`src/rtl/fsps_pkg.sv`:
```
package fsps_pkg;
	// Register map, byte addresses on the Wishbone slave
	localparam logic [3:0] FSPS_ADDR_CTRL = 4'h0;
	localparam logic [3:0] FSPS_ADDR_PTR = 4'h4;
	localparam logic [3:0] FSPS_ADDR_DATA = 4'h8;
	localparam logic [3:0] FSPS_ADDR_STAT = 4'hc;
	// Control/status bit positions
	localparam int FSPS_BIT_EN = 0;
	localparam int FSPS_BIT_ERS = 1;
	localparam int FSPS_BIT_WRT = 2;
	localparam int FSPS_BIT_LBS = 3;
	localparam int FSPS_BIT_RRE = 4;
	localparam int FSPS_BIT_SIG = 5;
	localparam int FSPS_BIT_BSY = 6;
	localparam int FSPS_BIT_IE = 7;
	// Accepted low-five-bit command codes
	localparam logic [4:0] FSPS_CMD_LOAD = 5'h01;
	localparam logic [4:0] FSPS_CMD_ERASE = 5'h03;
	localparam logic [4:0] FSPS_CMD_WRITE = 5'h05;
	localparam logic [4:0] FSPS_CMD_LOCK = 5'h09;
	localparam logic [4:0] FSPS_CMD_REEN = 5'h11;
	localparam logic [7:0] FSPS_CTRL_RST = 8'h00;
	// Arming window in clock cycles
	localparam logic [2:0] FSPS_ARM_CYC = 3'h4;
	// Flash operation durations
	localparam int FSPS_OP_TIME_US = 4000;
	localparam int FSPS_CLK_MHZ = 25;
	localparam int FSPS_OP_CYC = FSPS_OP_TIME_US * FSPS_CLK_MHZ;
	typedef enum logic [1:0] {FSPS_IDLE, FSPS_ARMED, FSPS_BUSY} fsps_state_type;
endpackage : fsps_pkg

```
`src/rtl/fsps_sequencer.sv`:
```
// Our own choices: the Wishbone interface to the registers and the register offsets.
`timescale 1ns/1ps
// Behaviour
// - erase page when armed store arrives
// - erase select clears on finish or timeout
// - halt core erasing stalling area
// - concurrent area operations keep core running
// - halt core writing stalling area
// - enable arms store for four cycles
// - lone enable loads word into buffer
// - enable clears on completion or timeout
// - enable stays high while flash busy
// - only five command patterns accepted
// - target address latched at start
// - erase addressed by page index only
// - load addressed by word-in-page field
// - buffer cleared after write, reenable, reset
// - data EEPROM write discards loaded words
// - write addressed by page index
// - ready interrupt level while enable zero
// - buffer words loadable in any order
// - busy flag set by concurrent ops, cleared by reenable or load
// - interrupt needs local and global enable
module fsps_sequencer #(
	parameter int WORD_BITS = 6,
	parameter int PAGE_BITS = 9,
	parameter int STALL_FIRST_PAGE = 448,
	parameter int OP_CYCLES = fsps_pkg::FSPS_OP_CYC
) (
	input wire logic clk_i,
	input wire logic rst_i,
	input wire logic ce_i,
	input wire logic [3:0] wb_adr_i,
	input wire logic [31:0] wb_dat_i,
	input wire logic [3:0] wb_sel_i,
	input wire logic wb_we_i,
	input wire logic wb_cyc_i,
	input wire logic wb_stb_i,
	output logic [31:0] wb_dat_o,
	output logic wb_ack_o,
	input wire logic store_instr_i,
	input wire logic global_irq_en_i,
	input wire logic eeprom_write_i,
	output logic core_halt_o,
	output logic irq_o,
	output logic concurrent_area_busy_o,
	output logic flash_erase_o,
	output logic flash_write_o,
	output logic [PAGE_BITS-1:0] flash_page_o,
	output logic [15:0] flash_wdata_o,
	output logic [WORD_BITS-1:0] flash_word_o
);
	import fsps_pkg::*;

	localparam int WORDS = 1 << WORD_BITS;
	localparam int ZBITS = PAGE_BITS + WORD_BITS + 1;
	// The last arming cycle; a store may still land on it
	localparam logic [2:0] ARM_LAST = FSPS_ARM_CYC - 3'h1;
	// Clock enable low freezes every register, the arming window included

	// The pointer is 16 bits wide, and a one-cycle operation would end
	// before the core halt could take effect
	if (ZBITS > 16 || STALL_FIRST_PAGE >= (1 << PAGE_BITS) || OP_CYCLES < 2 || WORD_BITS < 1)
	begin : g_bad_params
		$error("fsps_sequencer: unsupported parameters");
	end

	fsps_state_type state_q;
	logic [7:0] ctrl_q;
	logic [15:0] ptr_q;
	logic [15:0] data_q;
	logic [2:0] arm_cnt_q;
	logic [31:0] op_cnt_q;
	logic [PAGE_BITS-1:0] op_page_q;
	logic op_write_q;
	logic [15:0] buf_q [WORDS];
	// Only words marked here hold loaded data
	logic [WORDS-1:0] buf_valid_q;
	logic [1:0] eep_sync_q;
	logic eep_prev_q;
	logic bus_req;
	logic ctrl_wr;
	logic [4:0] cmd;
	logic cmd_ok;
	logic fire;
	logic timeout;
	logic op_done;
	logic eep_rise;
	logic fire_page;
	logic fire_load;
	logic fire_reen;
	logic [PAGE_BITS-1:0] ptr_page;
	logic [WORD_BITS-1:0] ptr_word;

	// Lock-set is accepted, but it only clears the command bits
	function automatic logic cmd_valid(input logic [4:0] c);
		return c == FSPS_CMD_LOAD || c == FSPS_CMD_ERASE || c == FSPS_CMD_WRITE ||
			c == FSPS_CMD_LOCK || c == FSPS_CMD_REEN;
	endfunction : cmd_valid

	function automatic logic page_stalls(input logic [PAGE_BITS-1:0] p);
		return int'(p) >= STALL_FIRST_PAGE;
	endfunction : page_stalls

	// Erase and write hold the flash array busy;
	// load, reenable and lock-set finish at once
	function automatic logic is_page_op(input logic [4:0] c);
		return c[FSPS_BIT_ERS] || c[FSPS_BIT_WRT];
	endfunction : is_page_op

	// The ack term keeps a request held through its ack from being taken twice
	assign bus_req = wb_cyc_i && wb_stb_i && !wb_ack_o;
	assign ctrl_wr = bus_req && wb_we_i && wb_sel_i[0] && wb_adr_i == FSPS_ADDR_CTRL;
	// Command code lives in the low five bits
	assign cmd = wb_dat_i[4:0];
	assign cmd_ok = cmd_valid(cmd) && state_q != FSPS_BUSY;
	assign fire = state_q == FSPS_ARMED && store_instr_i;
	// four-cycle window
	// Counted in enabled clock edges after the accepted write
	assign timeout = state_q == FSPS_ARMED && !store_instr_i && arm_cnt_q == ARM_LAST;
	// Marks the last busy cycle
	assign op_done = state_q == FSPS_BUSY && op_cnt_q == 32'h0;
	// Only the rising edge counts; a long EEPROM write discards once
	assign eep_rise = eep_sync_q[1] && !eep_prev_q;

	// Pointer bit 0 selects a byte and is ignored by every command
	assign ptr_word = ptr_q[WORD_BITS:1];
	assign ptr_page = ptr_q[WORD_BITS+1 +: PAGE_BITS];
	assign fire_page = fire && is_page_op(ctrl_q[4:0]);
	assign fire_load = fire && ctrl_q[4:0] == FSPS_CMD_LOAD;
	assign fire_reen = fire && ctrl_q[4:0] == FSPS_CMD_REEN;

	// Pin is from another block's timing; synchronise it
	// Logic reads only the second stage
	always_ff @(posedge clk_i)
	begin
		if (rst_i)
		begin
			eep_sync_q <= 2'h0;
			eep_prev_q <= 1'b0;
		end
		else if (ce_i)
		begin
			eep_sync_q <= {eep_sync_q[0], eeprom_write_i};
			eep_prev_q <= eep_sync_q[1];
		end
	end

	// Bus slave: one-cycle ack, zero for unmapped reads
	// Ack is registered, so the answer comes one cycle after the request is taken
	// Unmapped writes match no decode and are lost
	always_ff @(posedge clk_i)
	begin
		if (rst_i)
		begin
			wb_ack_o <= 1'b0;
			wb_dat_o <= 32'h0;
		end
		else if (ce_i)
		begin
			wb_ack_o <= bus_req;
			case (wb_adr_i)
				FSPS_ADDR_CTRL: wb_dat_o <= {24'h0, ctrl_q};
				FSPS_ADDR_PTR: wb_dat_o <= {16'h0, ptr_q};
				FSPS_ADDR_DATA: wb_dat_o <= {16'h0, data_q};
				// Status: bit 0 flash busy, bit 1 core held
				FSPS_ADDR_STAT: wb_dat_o <= {30'h0, core_halt_o, state_q == FSPS_BUSY};
				default: wb_dat_o <= 32'h0;
			endcase
		end
	end

	always_ff @(posedge clk_i)
	begin
		if (rst_i)
		begin
			ptr_q <= 16'h0;
			data_q <= 16'h0;
		end
		else if (ce_i && bus_req && wb_we_i)
		begin
			// Byte lanes let software set each pointer half on its own
			if (wb_adr_i == FSPS_ADDR_PTR)
			begin
				if (wb_sel_i[0])
					ptr_q[7:0] <= wb_dat_i[7:0];
				if (wb_sel_i[1])
					ptr_q[15:8] <= wb_dat_i[15:8];
			end
			if (wb_adr_i == FSPS_ADDR_DATA)
			begin
				if (wb_sel_i[0])
					data_q[7:0] <= wb_dat_i[7:0];
				if (wb_sel_i[1])
					data_q[15:8] <= wb_dat_i[15:8];
			end
		end
	end

	// Command sequencer
	always_ff @(posedge clk_i)
	begin
		if (rst_i)
		begin
			state_q <= FSPS_IDLE;
			arm_cnt_q <= 3'h0;
			op_cnt_q <= 32'h0;
			op_page_q <= '0;
			op_write_q <= 1'b0;
		end
		else if (ce_i)
		begin
			case (state_q)
				FSPS_IDLE:
				begin
					// Commands are refused while busy, through cmd_ok
					if (ctrl_wr && cmd_ok)
					begin
						state_q <= FSPS_ARMED;
						arm_cnt_q <= 3'h0;
					end
				end
				FSPS_ARMED:
				begin
					if (ctrl_wr && cmd_ok && !store_instr_i)
						arm_cnt_q <= 3'h0;
					else if (fire)
					begin
						// latch page
						// Software may reuse the pointer while the flash is busy
						op_page_q <= ptr_page;
						op_write_q <= ctrl_q[FSPS_BIT_WRT];
						op_cnt_q <= 32'(OP_CYCLES - 1);
						if (is_page_op(ctrl_q[4:0]))
							state_q <= FSPS_BUSY;
						else
							state_q <= FSPS_IDLE;
					end
					else if (timeout)
						state_q <= FSPS_IDLE;
					else
						arm_cnt_q <= arm_cnt_q + 3'h1;
				end
				FSPS_BUSY:
				begin
					// Count runs down to zero over OP_CYCLES-1 edges
					if (op_done)
						state_q <= FSPS_IDLE;
					else
						op_cnt_q <= op_cnt_q - 32'h1;
				end
				// Unused encoding falls back to idle
				default: state_q <= FSPS_IDLE;
			endcase
		end
	end

	// Control/status register
	always_ff @(posedge clk_i)
	begin
		if (rst_i)
			ctrl_q <= FSPS_CTRL_RST;
		else if (ce_i)
		begin
			if (ctrl_wr)
				ctrl_q[FSPS_BIT_IE] <= wb_dat_i[FSPS_BIT_IE];
			// Bit 7 follows every control write, even a refused command
			// A store firing this cycle owns the command bits; a racing write is dropped
			if (ctrl_wr && cmd_ok && !fire)
				ctrl_q[4:0] <= cmd;
			else if ((fire && !is_page_op(ctrl_q[4:0])) || timeout)
				ctrl_q[4:0] <= 5'h0;
			else if (op_done)
				ctrl_q[4:0] <= 5'h0;
			if (fire_page && !page_stalls(ptr_page))
				ctrl_q[FSPS_BIT_BSY] <= 1'b1;
			// Read access returns only by a reenable or a new load
			else if (fire_reen || fire_load)
				ctrl_q[FSPS_BIT_BSY] <= 1'b0;
		end
	end

	// Temporary page buffer
	always_ff @(posedge clk_i)
	begin
		if (rst_i)
			buf_valid_q <= '0;
		else if (ce_i)
		begin
			if ((op_done && op_write_q) || fire_reen || eep_rise)
				// A load in the same cycle as a discard survives it
				buf_valid_q <= fire_load ? WORDS'(1) << ptr_word : '0;
			else if (fire_load)
				buf_valid_q[ptr_word] <= 1'b1;
		end
	end

	// No reset here: only words marked valid are ever read out
	always_ff @(posedge clk_i)
	begin
		if (ce_i && fire_load)
			buf_q[ptr_word] <= data_q;
	end

	// Flash drive: erase writes ones, write streams buffer words
	// Words leave counting down; a run shorter than a page streams only its low words
	// Unloaded words go out as ones so they stay blank
	// Page and word outputs are registered copies of the latched operation
	always_ff @(posedge clk_i)
	begin
		if (rst_i)
		begin
			flash_erase_o <= 1'b0;
			flash_write_o <= 1'b0;
			flash_page_o <= '0;
			flash_wdata_o <= 16'h0;
			flash_word_o <= '0;
		end
		else if (ce_i)
		begin
			flash_page_o <= op_page_q;
			flash_erase_o <= state_q == FSPS_BUSY && !op_write_q;
			flash_write_o <= state_q == FSPS_BUSY && op_write_q && op_cnt_q < 32'(WORDS);
			flash_word_o <= op_cnt_q[WORD_BITS-1:0];
			flash_wdata_o <= buf_valid_q[op_cnt_q[WORD_BITS-1:0]] ? buf_q[op_cnt_q[WORD_BITS-1:0]] : 16'hffff;
		end
	end

	// Outputs
	always_ff @(posedge clk_i)
	begin
		if (rst_i)
		begin
			core_halt_o <= 1'b0;
			irq_o <= 1'b0;
			concurrent_area_busy_o <= 1'b0;
		end
		else if (ce_i)
		begin
			// concurrent area keeps running
			// Halt starts on the firing edge so the core never fetches mid-operation
			core_halt_o <= (fire_page && page_stalls(ptr_page)) ||
				(state_q == FSPS_BUSY && !op_done && page_stalls(op_page_q));
			// both enables needed
			// Level: stays up until software arms a new command or either enable drops
			// Both enables are sampled here, so a change shows one cycle later
			irq_o <= ctrl_q[FSPS_BIT_IE] && global_irq_en_i && !ctrl_q[FSPS_BIT_EN];
			// Mirror of the status bit for the fetch path
			concurrent_area_busy_o <= ctrl_q[FSPS_BIT_BSY];
		end
	end
endmodule : fsps_sequencer

```
`config.mk`:
```
export PLATFORM = sky130hd
export DESIGN_NAME = fsps_sequencer
export DESIGN_NICKNAME = d
export VERILOG_FILES = /design/src/rtl/fsps_pkg.sv /design/src/rtl/fsps_sequencer.sv
export SDC_FILE = /design/constraint.sdc
export NUM_CORES = 1
export LEC_CHECK = 0
export ABC_AREA = 1
export CAP_MARGIN = 15
export CORE_ASPECT_RATIO = 0.5
export CORE_UTILIZATION = 30
export CTS_CLUSTER_DIAMETER = 100
export CTS_CLUSTER_SIZE = 28
export DETAILED_ROUTE_END_ITERATION = 10
export DONT_BUFFER_PORTS = 1
export MAX_ROUTING_LAYER = met4
export SLEW_MARGIN = 20
export SYNTH_ARGS = -nofsm -noshare
export SYNTH_HDL_FRONTEND = slang
export SYNTH_SLANG_ARGS = --single-unit
```
`constraint.sdc`:
```
create_clock -name clk_i -period 9.2 [get_ports clk_i]
set_input_delay 0.46 -clock clk_i [delete_from_list [all_inputs] [get_ports clk_i]]
set_output_delay 0.46 -clock clk_i [all_outputs]
set_load 0.005 [all_outputs]
```
Word level (Yosys, flattened, before mapping)
Memories as Yosys holds them, arrays and structs flattened. A register that Yosys moved wholly into a read port is not among the register bits.
Cells that the tools add are included.
W data, S select, Z words.
{ "word_totals": {"in_bits": 49, "latchBits": 0, "elab_cells": 164, "reg_bits": 222, "output_inout_bits": 69, "rom_bits": 0, "ramBits": 1024, "n_memories": 1} }
{ "op_classes": {"order_cmp": 6, "n_bitwise": 2, "n_reduce_logical": 71, "n_shift": 1, "eq_ne": 22, "mux": 34, "n_div": 0, "n_mul": 0, "add_sub_neg": 2} }
{ "memory_table": {"columns": ["memory", "depth", "width", "read_ports", "rd_clocked_by_memory_dff", "write_ports", "line_no", "rtl"], "rows": [
  ["buf_q", 64, 16, 1, 1, 1, "fsps_sequencer.sv:76", "logic [15:0] buf_q [WORDS];"]
]} }
{ "op_table": {"columns": ["operator", "count"], "rows": [
  ["$mux W64", 3],
  ["$mux W32", 3],
  ["$or A64 B64 Y64", 1],
  ["$pmux W16 S4", 1],
  ["$pmux W32 S2", 1],
  ["$shl A1 B6 Y64 const A", 1],
  ["$logic_and A1 B1 Y1", 32],
  ["$logic_not A32 Y1", 1],
  ["$lt A32 B7 Y1 const B", 1],
  ["$sub A32 B1 Y32 const B", 1],
  ["$ge A9 B9 Y1 const B", 2],
  ["$mux W16", 1],
  ["$mux W5", 3],
  ["$reduce_and A5 Y1", 3],
  ["$lt A6 B7 Y1 const B", 2],
  ["$mux W2", 6],
  ["$mux W3", 4],
  ["$mux W6", 2],
  ["$ne A2 B2 Y1 const B", 6],
  ["$reduce_and A3 Y1", 4],
  ["$eq A5 B1 Y1 const B", 2],
  ["$eq A5 B5 Y1 const B", 2],
  ["$logic_or A1 B1 Y1", 10],
  ["$logic_not A1 Y1", 9],
  ["24 further kinds", 37]
]} }

Depth between registers and ports, before layout
Gate-level depths: netlist (run 1).
{ "logic_depth": {"ltp_word": 12, "mapped_depth": 16, "mapped_depth_nobuf": 13} }

Worst setup path before layout (run 1)
OpenSTA, ideal clock, no wires.
{ "synth_path": {"path_type": "input to register", "start": "in store_instr_i", "end": "mem buf_q[10][0] (enable)", "stages": 10, "setup_time_ns": 0.409, "path_slack_ns": 6.219, "arrival_ns": 2.572, "required_ns": 8.791, "n_path_buf": 2, "path_cell_list": "inv_1 -> nor2_8 -> inv_2 -> nor2_4 -> nand3_2 -> inv_2 -> buf_8 -> nand2_4 -> buf_6 -> nor3_1"} }
{ "synth_via": {"elab_chain_len": 5} }
{ "synth_lines": {"columns": ["element", "line_no", "rtl"], "rows": [
  ["from (decl)", "fsps_sequencer.sv:41", "input wire logic store_instr_i,"],
  ["$logic_and A1 B1 Y1", "fsps_sequencer.sv:117", "assign fire = state_q == FSPS_ARMED && store_instr_i;"],
  ["$logic_and A1 B1 Y1", "fsps_sequencer.sv:130", "assign fire_load = fire && ctrl_q[4:0] == FSPS_CMD_LOAD;"],
  ["$logic_and A1 B1 Y1", "fsps_sequencer.sv:301", "if (ce_i && fire_load)"],
  ["$mux W1", "fsps_sequencer.sv:301", null],
  ["$mux W1 (not written as such)", "fsps_sequencer.sv:302", "buf_q[ptr_word] <= data_q;"],
  ["to (decl)", "fsps_sequencer.sv:76", null]
]} }
No other way between the ends.

==> Implementation_results.wiki, run 1 <==
{| class="wikitable"
! Metric !! Value
|-
| Setup slack after placement || 4.81 ns
|-
| Root cell of the clock tree || clkbuf_16
|-
| Share of flip-flops with an asynchronous set or reset || 0%
|-
| FF/Latch Area || 35000 sq um
|-
| Final core utilization || 32.6%
|-
| Post-cts repair resize count || 0
|-
| Cell at the slowest stage of the critical path || buf_4
|-
| Max FO, Critical Path || 80
|-
| Post-CTS Hold Buffers || 21
|-
| Worst hold-check path type || in2reg
|-
| Count of buffers inserted at the top-level ports || 0
|-
| Outcome || completed
|-
| Max Cap Viol || 0
|-
| Initial antenna violation count || 0
|-
| Violation count after the first detailed-routing iteration || 3522
|-
| Initial Util || 30.2%
|-
| Final Hold Fails || 0
|-
| Fill cell total of the finished layout || 17510
|-
| Worst Clk Skew || 0.0489 ns
|-
| Final layout net count || 5073
|-
| Maximum operating frequency || 223 MHz
|-
| Via count of the first global-routing pass || 33024
|-
| Sum of routed wire length over all layers || 141000 um
|-
| Total power after layout || 8.90 mW
|-
| DRC || 0
|-
| Arrival time at the worst endpoint || 5.12 ns
|-
| Clock Tree Buf Depth || 3
|-
| Total Routing Usage GR || 16.0%
|-
| Width of the chip || 593 um
|-
| Final non-filler cell area || 56600 sq um
|-
| Placement Rows || 108
|-
| Flip-flop cell with the highest count after synthesis || edfxtp_1
|-
| Startpoint Class || flip-flop
|-
| Routed len/inst || 19.1 um
|-
| Remaining global-route overflow || 0
|-
| Number of distinct library cells after synthesis || 39
|-
| Sequential fraction of the synthesis area || 66.8%
|-
| Final TNS setup || 0 ns
|-
| CTS buffer count || 50
|-
| Number of synthesized flops with an enable pin || 1024
|-
| Residual antenna-violating net count after detailed routing || 0
|-
| Area of the die || 176000 sq um
|-
| GR Layer Usage met3 || 1.85%
|-
| Met1 demand-to-capacity share in global routing || 21.8%
|-
| Synth Cell Area || 52400 sq um
|-
| Global placer's final weighted congestion || 0.806
|-
| Yosys reg bits || 1236
|-
| P&R area growth vs syn || 8.01%
|-
| Transition at the pin with the smallest max-transition slack || 1.10 ns
|-
| Worst rel slew slack || 26.5%
|-
| Clock tree from TritonCTS || yes
|-
| GRT met2 Usage || 25.3%
|-
| RSZ-0062 raised after global routing || no
|-
| Layout cell share with drive strength beyond 1 || 5.93%
|-
| Number of instances in the synthesized netlist || 5170
|-
| Clock transition at the register clock pins on the worst setup and hold paths after CTS || 0.12 ns
|-
| Post-layout min period || 4.49 ns
|-
| Required @ worst endpoint || 9.84 ns
|-
| Most heavily used metal layer in global routing || met2
|-
| Worst reg-to-reg path cell count || 13
|-
| H-tree depth || 2
|-
| First-pass GRT wire length || 211000 um
|-
| Largest stage delay on the critical path || 0.82 ns
|-
| Period utilisation layout || 48.8%
|-
| Worst Slack Setup Final || 4.71 ns
|-
| CTS sink cnt || 1236
|-
| Multi-input gate area || 15400 sq um
|-
| ANT cells || 0
|-
| Number of buffers inserted to repair setup after CTS || 0
|-
| Final Slew Violations || 0
|-
| Number of optimization iterations in the first detailed-route pass || 6
|-
| Peak VDD IR || 0.000163 V
|-
| Via density || 4.91
|-
| Core box area || 174000 sq um
|-
| Hold-critical path depth || 4
|-
| Setup-violating endpoint count in the final report || 0
|-
| Pin count of the biggest net entering global routing || 226
|-
| Post-route worst hold slack || 0.0483 ns
|-
| Half-perimeter wire length after placement || 76900 um
|-
| Mean post-synth cell area || 10.1 sq um
|-
| Static leakage || 19.8 nW
|-
| Placed inst area || 54800 sq um
|-
| Synth warnings || 0
|-
| Die Y || 298 um
|-
| DP Cell Count || 7256
|-
| Via count || 36181
|-
| Number of non-filler instances in the completed layout || 7371
|-
| Worst skew pair latency || 0.71 ns
|-
| Cell Chain, Critical Path || buf_4 > buf_4 > buf_4 > nand2_1 > nand3_1 > nand3_1 > nand2_1 > nand2_1 > nand3_1 > nand3_1 > nand2_1 > nor2_1 > nor2_1
|-
| Worst setup path class || reg2reg
|-
| Power per cell area || 157 nW/um^2
|-
| Endpoint class of the critical path || flip-flop
|-
| IO Count || 118
|}
==> registers in the layout, summed over array words and instances (netlist names), 2 cells and up, named ones only <==
signal         cells
arm_cnt_q          3
buf_q           1024
buf_valid_q       64
ctrl_q             7
data_q            16
eep_sync_q         2
flash_page_o       9
flash_wdata_o     16
flash_word_o       6
op_cnt_q          32
op_page_q          9
ptr_q             16
state_q            2
wb_dat_o          16
==> worst max-delay path: cells and delay by family, from the launching register on <==
| family | cells | cell delay, ns |
|---|---|---|
| buf+inv | 3 | 2.21 |
| flops | 1 | 0.73 |
| simple gates | 10 | 1.30 |
==> worst paths after layout <==
check | start | endpoint | slack, ns
worst max-delay path | flip-flop | flash_wdata_o[15]$_SDFFE_PP0P_ | 4.71
worst min-delay path | wb_stb_i | wb_ack_o$_SDFFE_PP0P_ | 0.05
worst max register to register | flip-flop | flash_wdata_o[15]$_SDFFE_PP0P_ | 4.71
worst min register to register | buf_valid_q[40]$_SDFFE_PP0P_ | buf_valid_q[40]$_SDFFE_PP0P_ | 0.45
==> synth_stat cells, types with 5 or more instances <==
| cell type | instances | share of area [%] |
|---|---|---|
| clkbuf_1 | 141 | 1.0 |
| a21oi_2 | 11 | 0.18 |
| buf_2 | 127 | 1.2 |
| xnor2_1 | 5 | 0.084 |
| o211ai_1 | 9 | 0.13 |
| o22ai_1 | 8 | 0.096 |
| inv_2 | 9 | 0.064 |
| buf_1 | 36 | 0.26 |
| a21oi_1 | 168 | 1.6 |
| dfxtp_1 | 212 | 8.1 |
| edfxtp_1 | 1024 | 59 |
| nor3_1 | 79 | 0.75 |
| nand3_1 | 1076 | 10 |
| nor2_1 | 241 | 1.7 |
| buf_4 | 25 | 0.36 |
| xor2_1 | 21 | 0.35 |
| buf_6 | 22 | 0.47 |
| inv_1 | 146 | 1.0 |
| o21ai_0 | 95 | 0.91 |
| nand2_1 | 1675 | 12 |
==> kinds of logic after synthesis <==
logic type | count (synthesis) | synth area share [%]
fa+ha+maj | 4 | 0.0955
xor+xnor | 26 | 0.435
compound gates | 295 | 2.99
buf+inv | 509 | 4.47
simple gates | 3099 | 25.2
other cells | 1 | 0.00716
flops | 1236 | 66.8
==> report_power, final <==
group / internal, mW / leakage, nW / switching, mW
sequential: 5.98 / 11.3 / 0.00934
clock: 1.07 / 0.702 / 1.73
combinational: 0.0281 / 7.83 / 0.0794
total: 7.08 / 19.8 / 1.82
==> cell usage in the layout, fill, tap and decap left out, drive strengths merged, types with 2 or more instances in the layout <==
cell type,netlist,final
nor4,2,2
nand4,4,4
edfxtp,1024,1024
clkbuf,141,88
xor2,21,21
nor3,82,82
nand2,1680,1680
o21ai,95,95
ha,4,4
o221ai,2,2
inv,155,157
o211ai,9,9
nand3,1080,1080
a21oi,179,179
xnor2,5,5
dfxtp,212,212
dlygate4sd3,0,18
or2,2,2
buf,211,117
conb,1,16
o22ai,8,8
clkinv,2,5
nor2,248,248
==> layer usage <==
layer | wire length, um | up-vias
met2 | 66300 | 1183
met4 | 3510 | 0
met3 | 8990 | 185
li1 | - | 17332
met5 | 0 | -
met1 | 62300 | 17481
==> area by class of cell <==
class / count / share of cell area (%)
clock buffers: 88 / 2.50
clock inverters: 5 / 0.104
inverters: 157 / 1.08
multi-input cells: 3440 / 27.3
flip-flops and latches: 1236 / 61.9
well taps: 2310 / 5.11
repair buffers: 135 / 2.03
(Power assumes the default switching activity.)
==> inputs of run 2 (changes only) <==
==> constraint.sdc (replaced) <==
create_clock -name clk_i -period 3.95 [get_ports clk_i]
set_input_delay 0.1975 -clock clk_i [delete_from_list [all_inputs] [get_ports clk_i]]
set_output_delay 0.1975 -clock clk_i [all_outputs]
set_load 0.005 [all_outputs]
==> run 2 against run 1 <==
Compared with the run above: wire length is 1.1% higher; sequential power increased by 130%; clock skew rose by 0.012 ns; clock-buffer cell count is 1 lower.
==> Implementation_results.wiki, run 2 (synthesis gave the netlist of run 1 again) <==
{| class="wikitable"
! Metric !! Value
|-
| P_int || 16.6 mW
|-
| Commonest non-fill, non-tap cells in the layout || 1675 x nand2_1, 1076 x nand3_1, 1024 x edfxtp_1
|-
| Period utilisation layout || 81.2%
|-
| Fill cell total of the finished layout || 17497
|-
| Die Y || 298 um
|-
| Via count || 36504
|-
| Max Cap Viol || 0
|-
| Register containing the most flip-flops in the final layout || buf_q
|-
| P&R area growth vs syn || 9.08%
|-
| Maximum operating frequency || 312 MHz
|-
| H-tree depth || 2
|-
| Setup slack after placement || 1.07 ns
|-
| Number of buffers inserted to repair setup after CTS || 0
|-
| Half-perimeter wire length after placement || 81300 um
|-
| Power per cell area || 365 nW/um^2
|-
| Worst rel slew slack || 22.5%
|-
| Width of the chip || 593 um
|-
| Worst Slack Setup Final || 0.744 ns
|-
| Seq pwr share || 66.9%
|-
| Count of buffers inserted at the top-level ports || 0
|-
| Most frequent standard cell in the layout excluding fill and tap cells || nand2_1
|-
| Total Routing Usage GR || 16.2%
|-
| Total net switching power || 4.26 mW
|-
| Switching share of power || 20.4%
|-
| Worst Clk Skew || 0.0610 ns
|-
| First-pass GRT wire length || 215000 um
|-
| Post-CTS Hold Buffers || 42
|-
| Final layout net count || 5119
|-
| Endpoint class of the critical path || flip-flop
|-
| Static leakage || 20.1 nW
|-
| Global placer's final weighted congestion || 0.813
|-
| IO Count || 118
|-
| Routed len/inst || 19.2 um
|-
| Layout cell share with drive strength beyond 1 || 6.33%
|-
| Root cell of the clock tree || clkbuf_16
|-
| Worst skew pair latency || 0.69 ns
|-
| Startpoint Class || flip-flop
|-
| Worst hold-check path type || in2reg
|-
| Outcome || completed
|-
| Arrival time at the worst endpoint || 3.84 ns
|-
| Via density || 4.92
|-
| Post-layout min period || 3.21 ns
|-
| Largest register FFs || 1024
|-
| Final Slew Violations || 0
|-
| Violation count after the first detailed-routing iteration || 3751
|-
| Number of optimization iterations in the first detailed-route pass || 5
|-
| Worst setup path class || reg2reg
|-
| Initial antenna violation count || 0
|-
| CTS buffer count || 51
|-
| DRC || 0
|-
| Biggest regs || buf_q: 1024 flops, buf_valid_q: 64 flops, op_cnt_q: 32 flops
|-
| Sum of routed wire length over all layers || 143000 um
|-
| Required @ worst endpoint || 4.58 ns
|-
| Final TNS setup || 0 ns
|-
| Pin count of the biggest net entering global routing || 210
|-
| Initial Util || 30.2%
|-
| Via count of the first global-routing pass || 33637
|-
| Residual antenna-violating net count after detailed routing || 0
|-
| Clock transition at the register clock pins on the worst setup and hold paths after CTS || 0.12 ns
|-
| Setup-violating endpoint count in the final report || 0
|-
| Peak VDD IR || 0.000328 V
|-
| Transition at the pin with the smallest max-transition slack || 1.16 ns
|-
| CTS sink cnt || 1236
|-
| Post-cts repair resize count || 0
|-
| Combinational share of power || 1.2%
|-
| Max FO, Critical Path || 23
|-
| Final Hold Fails || 0
|-
| Area of the die || 176000 sq um
|-
| Total power after layout || 20.8 mW
|-
| Clk pwr share || 31.8%
|-
| RSZ-0062 raised after global routing || no
|-
| Remaining global-route overflow || 0
|-
| Clock tree from TritonCTS || yes
|-
| Placement Rows || 108
|-
| Core box area || 174000 sq um
|-
| Clock Tree Buf Depth || 3
|}
## run 2: changes by cell type in the layout (fill, tap and decap cells not counted), sizes merged
cell / change
buf: +23
inv: -1
clkbuf: -1
dlygate4sd3: +22
diode: +2
## run 2: critical path, cell delays in order, from the launching register on
cell	delay (ns)
dfxtp_1	0.48
nor2_2	0.06
buf_4	0.22
inv_1	0.08
buf_4	0.29
nand2_1	0.08
nor2_1	0.09
nand3_1	0.06
dlygate4sd3_1	0.57
nor3_1	0.35
nand3_1	0.13
dlygate4sd3_1	0.60
a21oi_1	0.13
## run 2: worst paths after layout
| check | cells past startpoint | slack (ns) | startpoint | endpoint |
|---|---|---|---|---|
| setup / recovery | 12 | 0.74 | state_q[0]$_SDFFE_PP0P_ | ctrl_q[1]$_SDFFE_PP0P_ |
| hold / removal | 6 | 0.04 | wb_we_i | arm_cnt_q[1]$_SDFFE_PP0P_ |
| setup reg to reg | 12 | 0.74 | state_q[0]$_SDFFE_PP0P_ | ctrl_q[1]$_SDFFE_PP0P_ |
| hold reg to reg | 2 | 0.45 | buf_valid_q[40]$_SDFFE_PP0P_ | buf_valid_q[40]$_SDFFE_PP0P_ |
## run 2: area by class of cell
cell class / count / area [sq um] / share of cell area, %
Clock inverter: 4 / 81.3 / 0.142
Tap cell: 2310 / 2890 / 5.06
Clock buffer: 87 / 1450 / 2.54
Multi-Input combinational cell: 3440 / 15400 / 27.0
Inverter: 157 / 611 / 1.07
Antenna cell: 2 / 5.00 / 0.00876
Sequential cell: 1236 / 35000 / 61.3
Timing Repair Buffer: 180 / 1670 / 2.92
## run 2: layer usage
metal / part of all wire [%] / global-route usage, % / vias to the layer above / routed length (um)
li1: - / - / 17419 / -
met1: 45 / 22.2 / 17882 / 64000
met2: 47 / 25.7 / 1052 / 67200
met3: 6.0 / 1.85 / 151 / 8490
met4: 2.0 / 3.47 / 0 / 2850
met5: 0 / - / - / 0
## run 2: through the flow
step | instances | utilization [%] | area (sq um) | hold WS (ns)
6_report | 7416 | 32.9 | 57200 | 0.0417
5_1_grt | 7414 | 32.9 | 57200 | 0.0719
4_1_cts | 7414 | 32.9 | 57200 | 0.00131
3_5_place_dp | 7281 | 31.8 | 55200 | 0.304
3_3_place_gp | 7281 | 31.8 | 55200 | 0.299
2_1_floorplan | 5185 | - | 52500 | 0.332
## run 2: power groups by stage
| stage | Clock, mW | Combinational [mW] | Sequential (mW) |
|---|---|---|---|
| final | 6.63 | 0.260 | 13.9 |
| after global routing | 7.18 | 0.288 | 14.0 |
| after CTS | 6.77 | 0.257 | 13.9 |
| after detailed placement | 0 | 0.176 | 14.2 |
| after global placement | 0 | 0.173 | 14.2 |
| after floorplan | 0 | 0.186 | 14.2 |
